[config.mk]
export PLATFORM = sky130hd
export DESIGN_NAME = ccal_regs
export DESIGN_NICKNAME = d
export VERILOG_FILES = /design/src/ccal_pkg.sv /design/src/ccal_regs.sv /design/src/ccal_gain_sel.sv
export SDC_FILE = /design/constraint.sdc
export NUM_CORES = 1
export LEC_CHECK = 0
export ABC_AREA = 1
export BUFFER_PORTS_ARGS = -buffer_cell sky130_fd_sc_hd__buf_4
export CAP_MARGIN = 20
export CORE_MARGIN = 10
export CORE_UTILIZATION = 55
export CTS_CLUSTER_DIAMETER = 100
export CTS_CLUSTER_SIZE = 24
export DETAILED_ROUTE_END_ITERATION = 7
export PLACE_DENSITY_LB_ADDON = 0.3
export SKIP_CTS_REPAIR_TIMING = 1
export SLEW_MARGIN = 20
export SYNTH_ARGS = -nofsm -noshare
export SYNTH_HDL_FRONTEND = slang
export SYNTH_SLANG_ARGS = --single-unit
[constraint.sdc]
create_clock -name ref_clk -period 5.6 [get_ports ref_clk]
set_clock_uncertainty 0.1 [all_clocks]
set_input_delay 1.4 -clock ref_clk [delete_from_list [all_inputs] [get_ports ref_clk]]
set_output_delay 1.4 -clock ref_clk [all_outputs]
set_load 0.03 [all_outputs]
[src/ccal_pkg.sv]
// Package for the paged current calibration and overcurrent limit registers
package ccal_pkg;
	localparam int NUM_PAGES = 2;
	localparam logic [7:0] CMD_GAIN   = 8'h38;
	localparam logic [7:0] CMD_OFFSET = 8'h39;
	localparam logic [7:0] CMD_OCFLT  = 8'h46;
	localparam logic [7:0] CMD_OCWARN = 8'h4A;
	localparam logic [4:0] GAIN_EXP   = 5'h11;
	localparam logic [4:0] OFFSET_EXP = 5'h1C;
	localparam logic [4:0] OCFLT_EXP  = 5'h1F;
	localparam logic [15:0] GAIN_RST   = 16'h8810;
	localparam logic [15:0] OFFSET_RST = 16'hE000;
	localparam logic [15:0] OCFLT_RST  = 16'hF83C;
	localparam logic [6:0] OCWARN_RST  = 7'h36;
	localparam int GAIN_W_MSB   = 8;
	localparam int OCFLT_W_MSB  = 6;
	localparam int OFF_SIGN_POS = 10;
	localparam int OFF_LOW_MSB  = 5;
	// Gain mantissa thresholds: 0.5795 mohm = 19 steps, 1.1285 mohm = 37 steps
	localparam logic [8:0] GAIN_TH_HI = 9'h013;
	localparam logic [8:0] GAIN_TH_MID = 9'h025;
	localparam logic [1:0] AMP_X25 = 2'h0;
	localparam logic [1:0] AMP_X15 = 2'h1;
	localparam logic [1:0] AMP_X10 = 2'h2;

	typedef enum logic [1:0] {
		CCAL_ST_IDLE  = 2'b00,
		CCAL_ST_CHECK = 2'b01,
		CCAL_ST_DONE  = 2'b10
	} ccal_state_e;

	typedef struct packed {
		logic        valid;
		logic        write;
		logic [7:0]  cmd;
		logic [15:0] data;
	} ccal_req_s;

	typedef struct packed {
		logic        cml;
		logic        iout_oc;
		logic        iout_pout;
		logic        oc_fault;
		logic        ivd;
	} ccal_status_s;
endpackage

[src/ccal_regs.sv]
// Paged current calibration and overcurrent limit register bank
// How it works
// - Gain word: exponent fixed -15, top two mantissa bits zero, nine writable, default 16.
// - Gain step is 30.5 micro-ohm, range 0.244 to 15.5 milli-ohm.
// - Monitoring amplifier gain 25, 15 or 10 chosen from gain value.
// - Store commands copy registers to non-volatile memory; gain also factory store.
// - Offset correction applies to current reading and fault compare.
// - Offset exponent fixed -4, step 62.5 mA, reset value zero.
// - Offset mantissa: writable sign, four sign copies, six writable low bits.
// - Out-of-range offset writes wrap; top five mantissa bits follow the sign.
// - Fault limit exponent fixed -1, upper four bits zero, seven writable, default 60.
// - Fault threshold is half the mantissa in amperes, 3 A to 50 A.
// - Overcurrent flagged when corrected current exceeds fault limit.
// - Fault limit below warning sets CML, invalid data and alert.
// - Overcurrent fault sets status byte, word, current status bits and alert.
`timescale 1ns/1ps
module ccal_regs (
	input  wire logic                ref_clk,
	input  wire logic                rst_b,
	input  wire ccal_pkg::ccal_req_s req,
	input  wire logic                page,
	input  wire logic [6:0]          warn_mant,
	input  wire logic [11:0]         iout_raw,
	input  wire logic                status_clr,
	input  wire logic                store_user,
	input  wire logic                store_factory,
	output logic [15:0]              rd_data,
	output logic                     rd_valid,
	output logic [1:0]               amp_sel,
	output logic [11:0]              iout_corr,
	output logic                     oc_fault,
	output ccal_pkg::ccal_status_s   status,
	output logic                     smb_alert,
	output logic [47:0]              nvm_data,
	output logic                     nvm_gain_only,
	output logic                     nvm_we
);
	logic [8:0]  gain_q   [ccal_pkg::NUM_PAGES];
	logic        osign_q  [ccal_pkg::NUM_PAGES];
	logic [5:0]  olow_q   [ccal_pkg::NUM_PAGES];
	logic [6:0]  oclim_q  [ccal_pkg::NUM_PAGES];
	logic [6:0]  pend_q;
	logic        pend_page_q;
	logic        page_q;
	ccal_pkg::ccal_state_e state_q;
	logic        wr_gain;
	logic        wr_off;
	logic        wr_oc;

	// Assemble a register word with fixed fields forced
	function automatic logic [15:0] rd_word(input logic [7:0] cmd, input logic p);
		logic [15:0] w;
		w = 16'h0000;
		if (cmd == ccal_pkg::CMD_GAIN)
			w = {ccal_pkg::GAIN_EXP, 2'b00, gain_q[p]};
		else if (cmd == ccal_pkg::CMD_OFFSET)
			w = {ccal_pkg::OFFSET_EXP, {5{osign_q[p]}}, olow_q[p]};
		else if (cmd == ccal_pkg::CMD_OCFLT)
			w = {ccal_pkg::OCFLT_EXP, 4'h0, oclim_q[p]};
		return w;
	endfunction

	assign wr_gain = req.valid && req.write && req.cmd == ccal_pkg::CMD_GAIN;
	assign wr_off  = req.valid && req.write && req.cmd == ccal_pkg::CMD_OFFSET;
	assign wr_oc   = req.valid && req.write && req.cmd == ccal_pkg::CMD_OCFLT;

	always_ff @(posedge ref_clk or negedge rst_b)
	begin
		if (!rst_b)
			page_q <= 1'b0;
		else
			page_q <= page;
	end

	genvar g;
	generate
		for (g = 0; g < ccal_pkg::NUM_PAGES; g++)
		begin : g_page
			always_ff @(posedge ref_clk or negedge rst_b)
			begin
				if (!rst_b)
					gain_q[g] <= ccal_pkg::GAIN_RST[ccal_pkg::GAIN_W_MSB:0];
				else if (wr_gain && page == 1'(g))
					gain_q[g] <= req.data[ccal_pkg::GAIN_W_MSB:0];
			end
			// sign and low bits only; wraps by construction
			always_ff @(posedge ref_clk or negedge rst_b)
			begin
				if (!rst_b)
				begin
					osign_q[g] <= ccal_pkg::OFFSET_RST[ccal_pkg::OFF_SIGN_POS];
					olow_q[g]  <= ccal_pkg::OFFSET_RST[ccal_pkg::OFF_LOW_MSB:0];
				end
				else if (wr_off && page == 1'(g))
				begin
					osign_q[g] <= req.data[ccal_pkg::OFF_SIGN_POS];
					olow_q[g]  <= req.data[ccal_pkg::OFF_LOW_MSB:0];
				end
			end
			// commit only after the warning check passes
			always_ff @(posedge ref_clk or negedge rst_b)
			begin
				if (!rst_b)
					oclim_q[g] <= ccal_pkg::OCFLT_RST[ccal_pkg::OCFLT_W_MSB:0];
				else if (state_q == ccal_pkg::CCAL_ST_CHECK && pend_page_q == 1'(g)
					&& pend_q >= warn_mant)
					oclim_q[g] <= pend_q;
			end
		end
	endgenerate

	// Fault-limit writes are checked one cycle later against the warning limit
	always_ff @(posedge ref_clk or negedge rst_b)
	begin
		if (!rst_b)
		begin
			state_q     <= ccal_pkg::CCAL_ST_IDLE;
			pend_q      <= 7'h00;
			pend_page_q <= 1'b0;
		end
		else
		begin
			case (state_q)
				ccal_pkg::CCAL_ST_IDLE:
					if (wr_oc)
					begin
						state_q     <= ccal_pkg::CCAL_ST_CHECK;
						pend_q      <= req.data[ccal_pkg::OCFLT_W_MSB:0];
						pend_page_q <= page;
					end
				ccal_pkg::CCAL_ST_CHECK:
					state_q <= ccal_pkg::CCAL_ST_DONE;
				default:
					state_q <= ccal_pkg::CCAL_ST_IDLE;
			endcase
		end
	end

	always_ff @(posedge ref_clk or negedge rst_b)
	begin
		if (!rst_b)
		begin
			rd_data  <= 16'h0000;
			rd_valid <= 1'b0;
		end
		else
		begin
			rd_valid <= req.valid && !req.write;
			if (req.valid && !req.write)
				rd_data <= rd_word(req.cmd, page);
		end
	end

	ccal_gain_sel u_gain_sel (
		.ref_clk   (ref_clk),
		.rst_b     (rst_b),
		.gain_mant (gain_q[page_q]),
		.amp_sel   (amp_sel)
	);

	// offset added to sensed current; sign-extended, units of 62.5 mA
	logic [11:0] off_ext;
	logic [11:0] corr;
	assign off_ext = {{6{osign_q[page_q]}}, olow_q[page_q]};
	assign corr    = iout_raw + off_ext;

	// compare corrected current (62.5 mA units) with limit (500 mA units)
	always_ff @(posedge ref_clk or negedge rst_b)
	begin
		if (!rst_b)
		begin
			iout_corr <= 12'h000;
			oc_fault  <= 1'b0;
		end
		else
		begin
			iout_corr <= corr;
			oc_fault  <= !corr[11] && (corr > {2'b00, oclim_q[page_q], 3'b000});
		end
	end

	// invalid limit and overcurrent status; set wins over clear
	always_ff @(posedge ref_clk or negedge rst_b)
	begin
		if (!rst_b)
			status <= '0;
		else
		begin
			if (state_q == ccal_pkg::CCAL_ST_CHECK && pend_q < warn_mant)
			begin
				status.cml <= 1'b1;
				status.ivd <= 1'b1;
			end
			else if (status_clr)
			begin
				status.cml <= 1'b0;
				status.ivd <= 1'b0;
			end
			if (oc_fault)
			begin
				status.iout_oc   <= 1'b1;
				status.iout_pout <= 1'b1;
				status.oc_fault  <= 1'b1;
			end
			else if (status_clr)
			begin
				status.iout_oc   <= 1'b0;
				status.iout_pout <= 1'b0;
				status.oc_fault  <= 1'b0;
			end
		end
	end

	// Alert tracks status one cycle later; any sticky bit holds it
	always_ff @(posedge ref_clk or negedge rst_b)
	begin
		if (!rst_b)
			smb_alert <= 1'b0;
		else
			smb_alert <= |status;
	end

	// store snapshot of the selected page
	always_ff @(posedge ref_clk or negedge rst_b)
	begin
		if (!rst_b)
		begin
			nvm_data      <= 48'h0;
			nvm_we        <= 1'b0;
			nvm_gain_only <= 1'b0;
		end
		else
		begin
			nvm_we        <= store_user || store_factory;
			nvm_gain_only <= store_factory && !store_user;
			if (store_user || store_factory)
				nvm_data <= {rd_word(ccal_pkg::CMD_GAIN, page),
					rd_word(ccal_pkg::CMD_OFFSET, page), rd_word(ccal_pkg::CMD_OCFLT, page)};
		end
	end
endmodule // ccal_regs

[src/ccal_gain_sel.sv]
// Sense amplifier gain selection from the gain calibration mantissa
`timescale 1ns/1ps
module ccal_gain_sel (
	input  wire logic       ref_clk,
	input  wire logic       rst_b,
	input  wire logic [8:0] gain_mant,
	output logic      [1:0] amp_sel
);
	always_ff @(posedge ref_clk or negedge rst_b)
	begin
		if (!rst_b)
			amp_sel <= ccal_pkg::AMP_X25;
		else if (gain_mant <= ccal_pkg::GAIN_TH_HI)
			amp_sel <= ccal_pkg::AMP_X25;
		else if (gain_mant <= ccal_pkg::GAIN_TH_MID)
			amp_sel <= ccal_pkg::AMP_X15;
		else
			amp_sel <= ccal_pkg::AMP_X10;
	end
endmodule // ccal_gain_sel

==> results of run 1 <==
## path summary, 6_finish.rpt
check / cells after the start / from / endpoint / slack, ns
worst max-delay path: 19 / page_q / oc_fault / 1.81
worst min register to register: 2 / rd_data[2] / rd_data[2] / 0.38
worst min-delay path: 2 / rd_data[2] / rd_data[2] / 0.38
min in group asynchronous: 1 / rst_b / smb_alert / 0.83
worst max register to register: 19 / page_q / oc_fault / 1.81
max in group asynchronous: 2 / rst_b / nvm_data[5] / 3.66
## state kept, by name, summed over array words and instances, names as in the netlist
| name | count |
|---|---|
| osign_q | 2 |
| oclim_q | 14 |
| iout_corr | 12 |
| smb_alert | 1 |
| u_gain_sel.amp_sel | 2 |
| nvm_gain_only | 1 |
| oc_fault | 1 |
| rd_data | 14 |
| pend_page_q | 1 |
| nvm_we | 1 |
| gain_q | 18 |
| state_q | 2 |
| olow_q | 12 |
| rd_valid | 1 |
| pend_q | 7 |
| status | 2 |
| page_q | 1 |
| nvm_data | 24 |
## cell usage in the layout (no fill, tap or decap), types with 5 or more instances in the layout
| master | count |
|---|---|
| sky130_fd_sc_hd__inv_1 | 89 |
| sky130_fd_sc_hd__o21ai_2 | 12 |
| sky130_fd_sc_hd__a21oi_1 | 19 |
| sky130_fd_sc_hd__ha_1 | 25 |
| sky130_fd_sc_hd__nand2_1 | 229 |
| sky130_fd_sc_hd__o21ai_1 | 29 |
| sky130_fd_sc_hd__nand3_4 | 5 |
| sky130_fd_sc_hd__buf_4 | 122 |
| sky130_fd_sc_hd__dfstp_2 | 10 |
| sky130_fd_sc_hd__a31oi_1 | 5 |
| sky130_fd_sc_hd__nor2_1 | 37 |
| sky130_fd_sc_hd__dfrtp_1 | 106 |
| sky130_fd_sc_hd__o21ai_0 | 76 |
| sky130_fd_sc_hd__nand3_1 | 14 |
| sky130_fd_sc_hd__bufinv_16 | 5 |
| sky130_fd_sc_hd__conb_1 | 11 |
| sky130_fd_sc_hd__clkbuf_16 | 16 |
## routing by layer
| metal | global-route usage | part of all wire | up-vias |
|---|---|---|---|
| met2 | 0.335 | 0.49 | 202 |
| li1 | - | - | 2526 |
| met3 | 0.0520 | 0.072 | 26 |
| met1 | 0.255 | 0.42 | 2460 |
| met5 | 0 | 0 | - |
| met4 | 0.0678 | 0.020 | 0 |
## power by group through the flow
stage          logic (mW)  clock network [mW]  registers, mW
2_1_floorplan       0.111                   0          0.922
3_3_place_gp        0.229                   0          0.890
3_5_place_dp        0.235                   0          0.892
4_1_cts             0.238                1.18          0.878
5_1_grt             0.258                1.22          0.880
6_report            0.237                1.17          0.878
## critical path, cell delays in order, from the launching register on
cell and delay (ns):
sky130_fd_sc_hd__dfrtp_1 0.80, sky130_fd_sc_hd__inv_1 0.44, sky130_fd_sc_hd__nand2_1 0.18, sky130_fd_sc_hd__nand2_1 0.18, sky130_fd_sc_hd__ha_1 0.39, sky130_fd_sc_hd__nand2_1 0.11
sky130_fd_sc_hd__inv_1 0.04, sky130_fd_sc_hd__nand2_1 0.05, sky130_fd_sc_hd__nand2_1 0.06, sky130_fd_sc_hd__a21oi_1 0.21, sky130_fd_sc_hd__xnor2_1 0.17, sky130_fd_sc_hd__ha_1 0.32
sky130_fd_sc_hd__nand2_1 0.07, sky130_fd_sc_hd__nor2_1 0.15, sky130_fd_sc_hd__nand2_1 0.08, sky130_fd_sc_hd__nand3_1 0.07, sky130_fd_sc_hd__nand2_1 0.05, sky130_fd_sc_hd__nand2_1 0.06
sky130_fd_sc_hd__nand2_1 0.05, sky130_fd_sc_hd__a21oi_1 0.14
## layout make-up
class | count | area share
clock buffers | 23 | 0.0619
clock inverters | 9 | 0.0232
inverters | 94 | 0.0473
multi-input cells | 492 | 0.334
flip-flops and latches | 116 | 0.387
well taps | 140 | 0.0232
repair buffers | 123 | 0.123
## through the flow
step / power [mW] / hold WS, ns / instances / utilization / area (µm²)
2_1_floorplan: 1.03 / 0.325 / 752 / - / 6130
3_3_place_gp: 1.12 / 0.355 / 965 / 0.636 / 6890
3_5_place_dp: 1.13 / 0.367 / 965 / 0.636 / 6890
4_1_cts: 2.30 / 0.381 / 997 / 0.695 / 7530
5_1_grt: 2.36 / 0.395 / 997 / 0.695 / 7540
6_report: 2.28 / 0.377 / 997 / 0.695 / 7540
## kinds of logic after synthesis
| group | Yosys count | synth area share |
|---|---|---|
| fa+ha+maj | 26 | 0.0546 |
| flops | 116 | 0.478 |
| buf+inv | 144 | 0.115 |
| other cells | 1 | 0.000615 |
| mux | 1 | 0.00164 |
| simple gates | 301 | 0.210 |
| compound gates | 147 | 0.132 |
| xor+xnor | 6 | 0.00862 |
==> summary.txt, run 1 <==
Clock network
  • Clk pin slew, worst setup/hold paths: 0.05 ns
  • H-Tree Depth: 4
  • Number of clock sinks: 116
  • Worst-Skew Late Latency: 0.51 ns
  • TritonCTS clock tree: yes
  • Clock root buffer: sky130_fd_sc_hd__clkbuf_8
  • Number of buffers created by CTS: 17
  • Clock Tree Buf Depth: 2

Route
  • Final routed DRC violation total: 0
  • Starting DRC count in detailed routing: 503
  • Vias after detailed routing: 5214
  • Count of antenna-violating nets left after detailed routing: 0
  • Number of search-and-repair iterations in the first detailed-routing pass: 7
  • Routed WL: 16200 µm
  • Detail-routed net length per standard cell: 16.2 µm
  • Via/cell ratio: 5.23

Critical path
  • Required time reported for the critical path endpoint: 5.93 ns
  • Peak fanout along the critical path: 24
  • Type of origin of the critical path: flip-flop
  • Arrival time of data at the critical path endpoint: 4.12 ns
  • Crit. End Element: flip-flop
  • Type of the worst setup path: reg2reg

Flow run
  • Total of max-cap violations: 0

Final layout
  • Layout area overhead: 23.7%
  • Total area of multi-input combinational cells: 2520 µm²
  • Final nets: 921
  • Fraction of layout instances using a drive strength above 1: 0.225
  • Register area: 2920 µm²
  • Number of filler cells placed in the layout: 847
  • Number of antenna repair diodes: 0

STA
  • Minimum clock period: 3.79 ns
  • Slew @ Worst Pin: 0.793 ns
  • Slew Limit Headroom: 0.471
  • Final critical-path setup slack: 1.81 ns
  • Final max-slew violation count: 0
  • Fmax: 0.264 GHz
  • Aggregate negative setup slack: 0 ns
  • Hold Vio Cnt, Final: 0
  • Unrepaired setup endpoints after global routing: false
  • Final worst-path cycle share: 0.676
  • Final count of negative-setup-slack endpoints: 0

Logic synthesis
  • Total number of yosys warnings: 0
  • Top cell types by occurrence after synthesis: 229 x sky130_fd_sc_hd__nand2_1, 106 x sky130_fd_sc_hd__dfrtp_1, 89 x sky130_fd_sc_hd__inv_1, 76 x sky130_fd_sc_hd__o21ai_0, 38 x sky130_fd_sc_hd__nor2_1
  • Average footprint of a synthesized cell: 8.21 µm²
  • Register area share after synthesis: 0.478
  • Library cell occupying the most area in the post-synthesis netlist: sky130_fd_sc_hd__dfrtp_1
  • Fraction of synthesis flops using an asynchronous set or reset pin: 1.00
  • Total of flip-flops plus latches after synthesis: 116
  • Count of unique library cells instantiated by Yosys: 38
  • Leading post-synthesis cells by cell area: sky130_fd_sc_hd__dfrtp_1 44%, sky130_fd_sc_hd__nand2_1 14%, sky130_fd_sc_hd__o21ai_0 6.2%, sky130_fd_sc_hd__inv_1 5.5%, sky130_fd_sc_hd__ha_1 5.1%
  • Number of standard cells after synthesis: 742
  • Netlist area before placement: 6090 µm²
  • Most used flip-flop cell after synthesis: sky130_fd_sc_hd__dfrtp_1
  • Most frequent cell after synthesis: sky130_fd_sc_hd__nand2_1
  • Post-synth top area share: 0.435
  • Number of enable-type register cells in the synthesized netlist: 0

Global routing
  • Wire length of the first global-routing pass: 26200 µm
  • Vias in the first global route: 5204
  • GRT Residual Overflow: 0
  • All-layer global routing usage: 0.203
  • Number of antenna violations at the first check in global routing: 0
  • Largest net degree at the start of global routing: 89

Pwr
  • Net switching power figure: 0.543 mW
  • Share of total power consumed by net switching: 0.238
  • Clock share of power: 0.512
  • Internal power: 1.74 mW
  • Combinational fraction of design power: 0.104
  • Pwr dens: 303 nW/µm²
  • Largest voltage drop on the vdd net: 193 µV
  • Reg power frac: 0.384
  • Reported leakage power: 3.83 nW

Place
  • Total of buffers placed on input and output ports: 121
  • Routability cong.: 0.889
  • Placement-stage worst setup slack: 1.73 ns
  • HPWL Detailed: 11700 µm

Outcome
  • Status: finished, final reports clean

Floorplan
  • Effective utilization at floorplan: 0.562
  • Core Region: 10800 µm²
  • Die Ht: 125 µm
  • Die width: 125 µm
  • Overall die area: 15700 µm²
  • Total I/O pin count: 139
  • Total number of placement rows: 38

Hold path
  • Path type of the worst min-delay path: reg2reg
(Power assumes the default switching activity.)
==> inputs of run 2 (changes only) <==
Clock period 5.6 ns to 3.7 ns, I/O delays scaled along.
==> run 2 against run 1 <==
Effect of this change: first-iteration DRC count decreased by 16%; sequential power increased by 51%; count of clock-buffer cells in the layout decreased by 1; sequential cell count unchanged; via count decreased by 0.21%; largest cell class unchanged; routed wire length decreased by 0.73%; final cell count increased by 0.40%; core utilization increased by 0.36 points; critical path depth decreased by 4; largest power group unchanged; final area increased by 0.51%; non-clock buffer count increased by 4.
==> summary.txt, run 2 (synthesis results as in run 1) <==
Floorplan
  • Die width: 125 µm (unchanged)
  • Effective utilization at floorplan: 0.562 (unchanged)
  • Total I/O pin count: 139 (unchanged)
  • Die Ht: 125 µm (unchanged)
  • Total number of placement rows: 38 (unchanged)
  • Core Region: 10800 µm² (unchanged)
  • Overall die area: 15700 µm² (unchanged)

Clock network
  • Number of buffers created by CTS: 17 (unchanged)
  • Clock Tree Buf Depth: 2 (unchanged)
  • H-Tree Depth: 4 (unchanged)
  • Clk pin slew, worst setup/hold paths: 0.06 ns (about the same)
  • TritonCTS clock tree: yes
  • Number of clock sinks: 116 (unchanged)
  • Worst-Skew Late Latency: 0.52 ns (about the same)
  • Clock root buffer: sky130_fd_sc_hd__clkbuf_8

Critical path
  • Endpoint of the worst register-to-register path: oc_fault
  • Number of cells traversed by the worst register-to-register path: 15 (-4)
  • Slowest cell on the critical path: sky130_fd_sc_hd__dfrtp_1
  • Critical path's top delay family: adder cells
  • Cell Chain, Critical Path: o21ai_0 -> ha_1 -> fa_1 -> a21oi_1 -> o21ai_0 -> xor2_1 -> ha_1 -> nand2_1 -> nor2_1 -> nand2_1 -> nand3_1 -> nand2_1 -> nand2_1 -> nand2_1 -> a21oi_1
  • Critical path endpoint: oc_fault
  • Crit. End Element: flip-flop
  • Crit. Startpoint: page_q
  • Peak fanout along the critical path: 17 (-29%)
  • Worst reg2reg path startpoint: page_q
  • Instance count on the critical path: 15 (-4)
  • Required time reported for the critical path endpoint: 4.04 ns (-1.89 ns)
  • Crit path buffers/inverters: 0 (-2)
  • Arrival time of data at the critical path endpoint: 3.77 ns (-0.35 ns)
  • Type of origin of the critical path: flip-flop
  • Most frequent cell on the critical path: sky130_fd_sc_hd__nand2_1
  • Setup slack of the worst register-to-register path: 0.27 ns (-1.54 ns)
  • Slowest cell delay on critical path: 0.68 ns (-0.12 ns)
  • Type of the worst setup path: reg2reg

Route
  • Routed WL: 16100 µm (-0.73%)
  • Count of antenna-violating nets left after detailed routing: 0 (unchanged)
  • Via/cell ratio: 5.20 (-0.61%)
  • Final routed DRC violation total: 0 (unchanged)
  • Starting DRC count in detailed routing: 425 (-16%)
  • Vias after detailed routing: 5203 (-0.21%)
  • Number of search-and-repair iterations in the first detailed-routing pass: 6 (-1)
  • Detail-routed net length per standard cell: 16.0 µm (-1.1%)

STA
  • Final count of negative-setup-slack endpoints: 0 (unchanged)
  • Minimum clock period: 3.43 ns (-0.358 ns)
  • Slew @ Worst Pin: 0.763 ns (-0.0302 ns)
  • Final max-slew violation count: 0 (unchanged)
  • Aggregate negative setup slack: 0 ns (unchanged)
  • Unrepaired setup endpoints after global routing: false
  • Slew Limit Headroom: 0.491 (+0.0202)
  • Final worst-path cycle share: 0.926 (+0.250)
  • Hold Vio Cnt, Final: 0 (unchanged)
  • Fmax: 0.292 GHz (+10%)

Final layout
  • Layout area overhead: 24.3%
  • Final nets: 925 (+0.43%)
  • Number of antenna repair diodes: 0 (unchanged)
  • Most flops, register: nvm_data
  • Max reg flops: 24 (unchanged)
  • Commonest cells after routing, fill and taps aside: 229 x sky130_fd_sc_hd__nand2_1, 126 x sky130_fd_sc_hd__buf_4, 106 x sky130_fd_sc_hd__dfrtp_1, 89 x sky130_fd_sc_hd__inv_1, 76 x sky130_fd_sc_hd__o21ai_0
  • Number of filler cells placed in the layout: 860 (+1.5%)
  • Most common cell after layout, fill and taps aside: sky130_fd_sc_hd__nand2_1
  • Regs by FF count: nvm_data x24, gain_q x18
  • Fraction of layout instances using a drive strength above 1: 0.230 (+0.00476)

Pwr
  • Pwr dens: 457 nW/µm² (+51%)
  • Largest voltage drop on the vdd net: 368 µV (+91%)
  • Reported leakage power: 3.86 nW (+0.87%)
  • Total chip power: 3.46 mW (+52%)

Global routing
  • Met3 layer usage reported by global route: 0.0575 (+0.00549)
  • Grt peak-use layer: met2
  • Largest net degree at the start of global routing: 59 (-34%)
  • Number of antenna violations at the first check in global routing: 0 (unchanged)
  • Vias in the first global route: 5243 (+0.75%)
  • Met2 Resource Use GR: 0.334 (-0.000926)
  • Global routing usage on met1: 0.254 (-0.00112)
  • All-layer global routing usage: 0.204 (+0.000769)
  • GRT Residual Overflow: 0 (unchanged)
  • Wire length of the first global-routing pass: 26300 µm (+0.16%)

Outcome
  • Status: finished, final reports clean

Place
  • HPWL Detailed: 11800 µm (+0.62%)
  • Routability cong.: 0.879 (-1.2%)
  • Total of buffers placed on input and output ports: 121 (unchanged)

Flow run
  • Total of max-cap violations: 0 (unchanged)

Hold path
  • Path type of the worst min-delay path: in2async
run 2: cell types whose count changed in the layout (fill, tap and decap cells not counted), sizes merged:
| cell | before | now |
|---|---|---|
| clkbuf | 23 | 22 |
| buf | 123 | 127 |
| clkinvlp | 2 | 0 |
| clkinv | 3 | 6 |
run 2: metrics by stage:
stage               cell area (µm²)  hold slack (ns)  instances  setup slack, ns   util
floorplan                      6130            0.325        752            0.661      -
global placement               6930            0.352        969            0.360  0.640
detailed placement             6930            0.351        969            0.296  0.640
CTS                            7570            0.359       1001            0.290  0.699
global route                   7570            0.383       1001           0.0234  0.699
finish                         7570            0.362       1001            0.273  0.699
run 2: report_power, final:
group	internal, mW	switching (mW)
registers	1.30	0.0230
logic	0.123	0.243
clock network	1.21	0.560
total	2.64	0.826
run 2: how the worst min path moves through the flow:
stage | startpoint | cells after the start | to
floorplan | state_q[1] | 1 | state_q[1]
global placement | state_q[1] | 1 | state_q[1]
detailed placement | state_q[1] | 1 | state_q[1]
CTS | state_q[1] | 1 | state_q[1]
global route | state_q[1] | 1 | state_q[1]
finish | rst_b | 1 | smb_alert
run 2: layout make-up:
type | count | area, µm² | area share
sequential | 116 | 2920 | 0.385
multi-input combinational | 492 | 2520 | 0.333
timing repair buffer | 127 | 966 | 0.128
clock buffer | 22 | 463 | 0.0611
inverter | 94 | 357 | 0.0471
clock inverter | 10 | 179 | 0.0236
tap | 140 | 175 | 0.0231
run 2: layer usage:
layer,up-vias,part of all wire
met1,2436,0.42
li1,2534,-
met3,24,0.074
met4,0,0.020
met2,209,0.49
met5,-,0
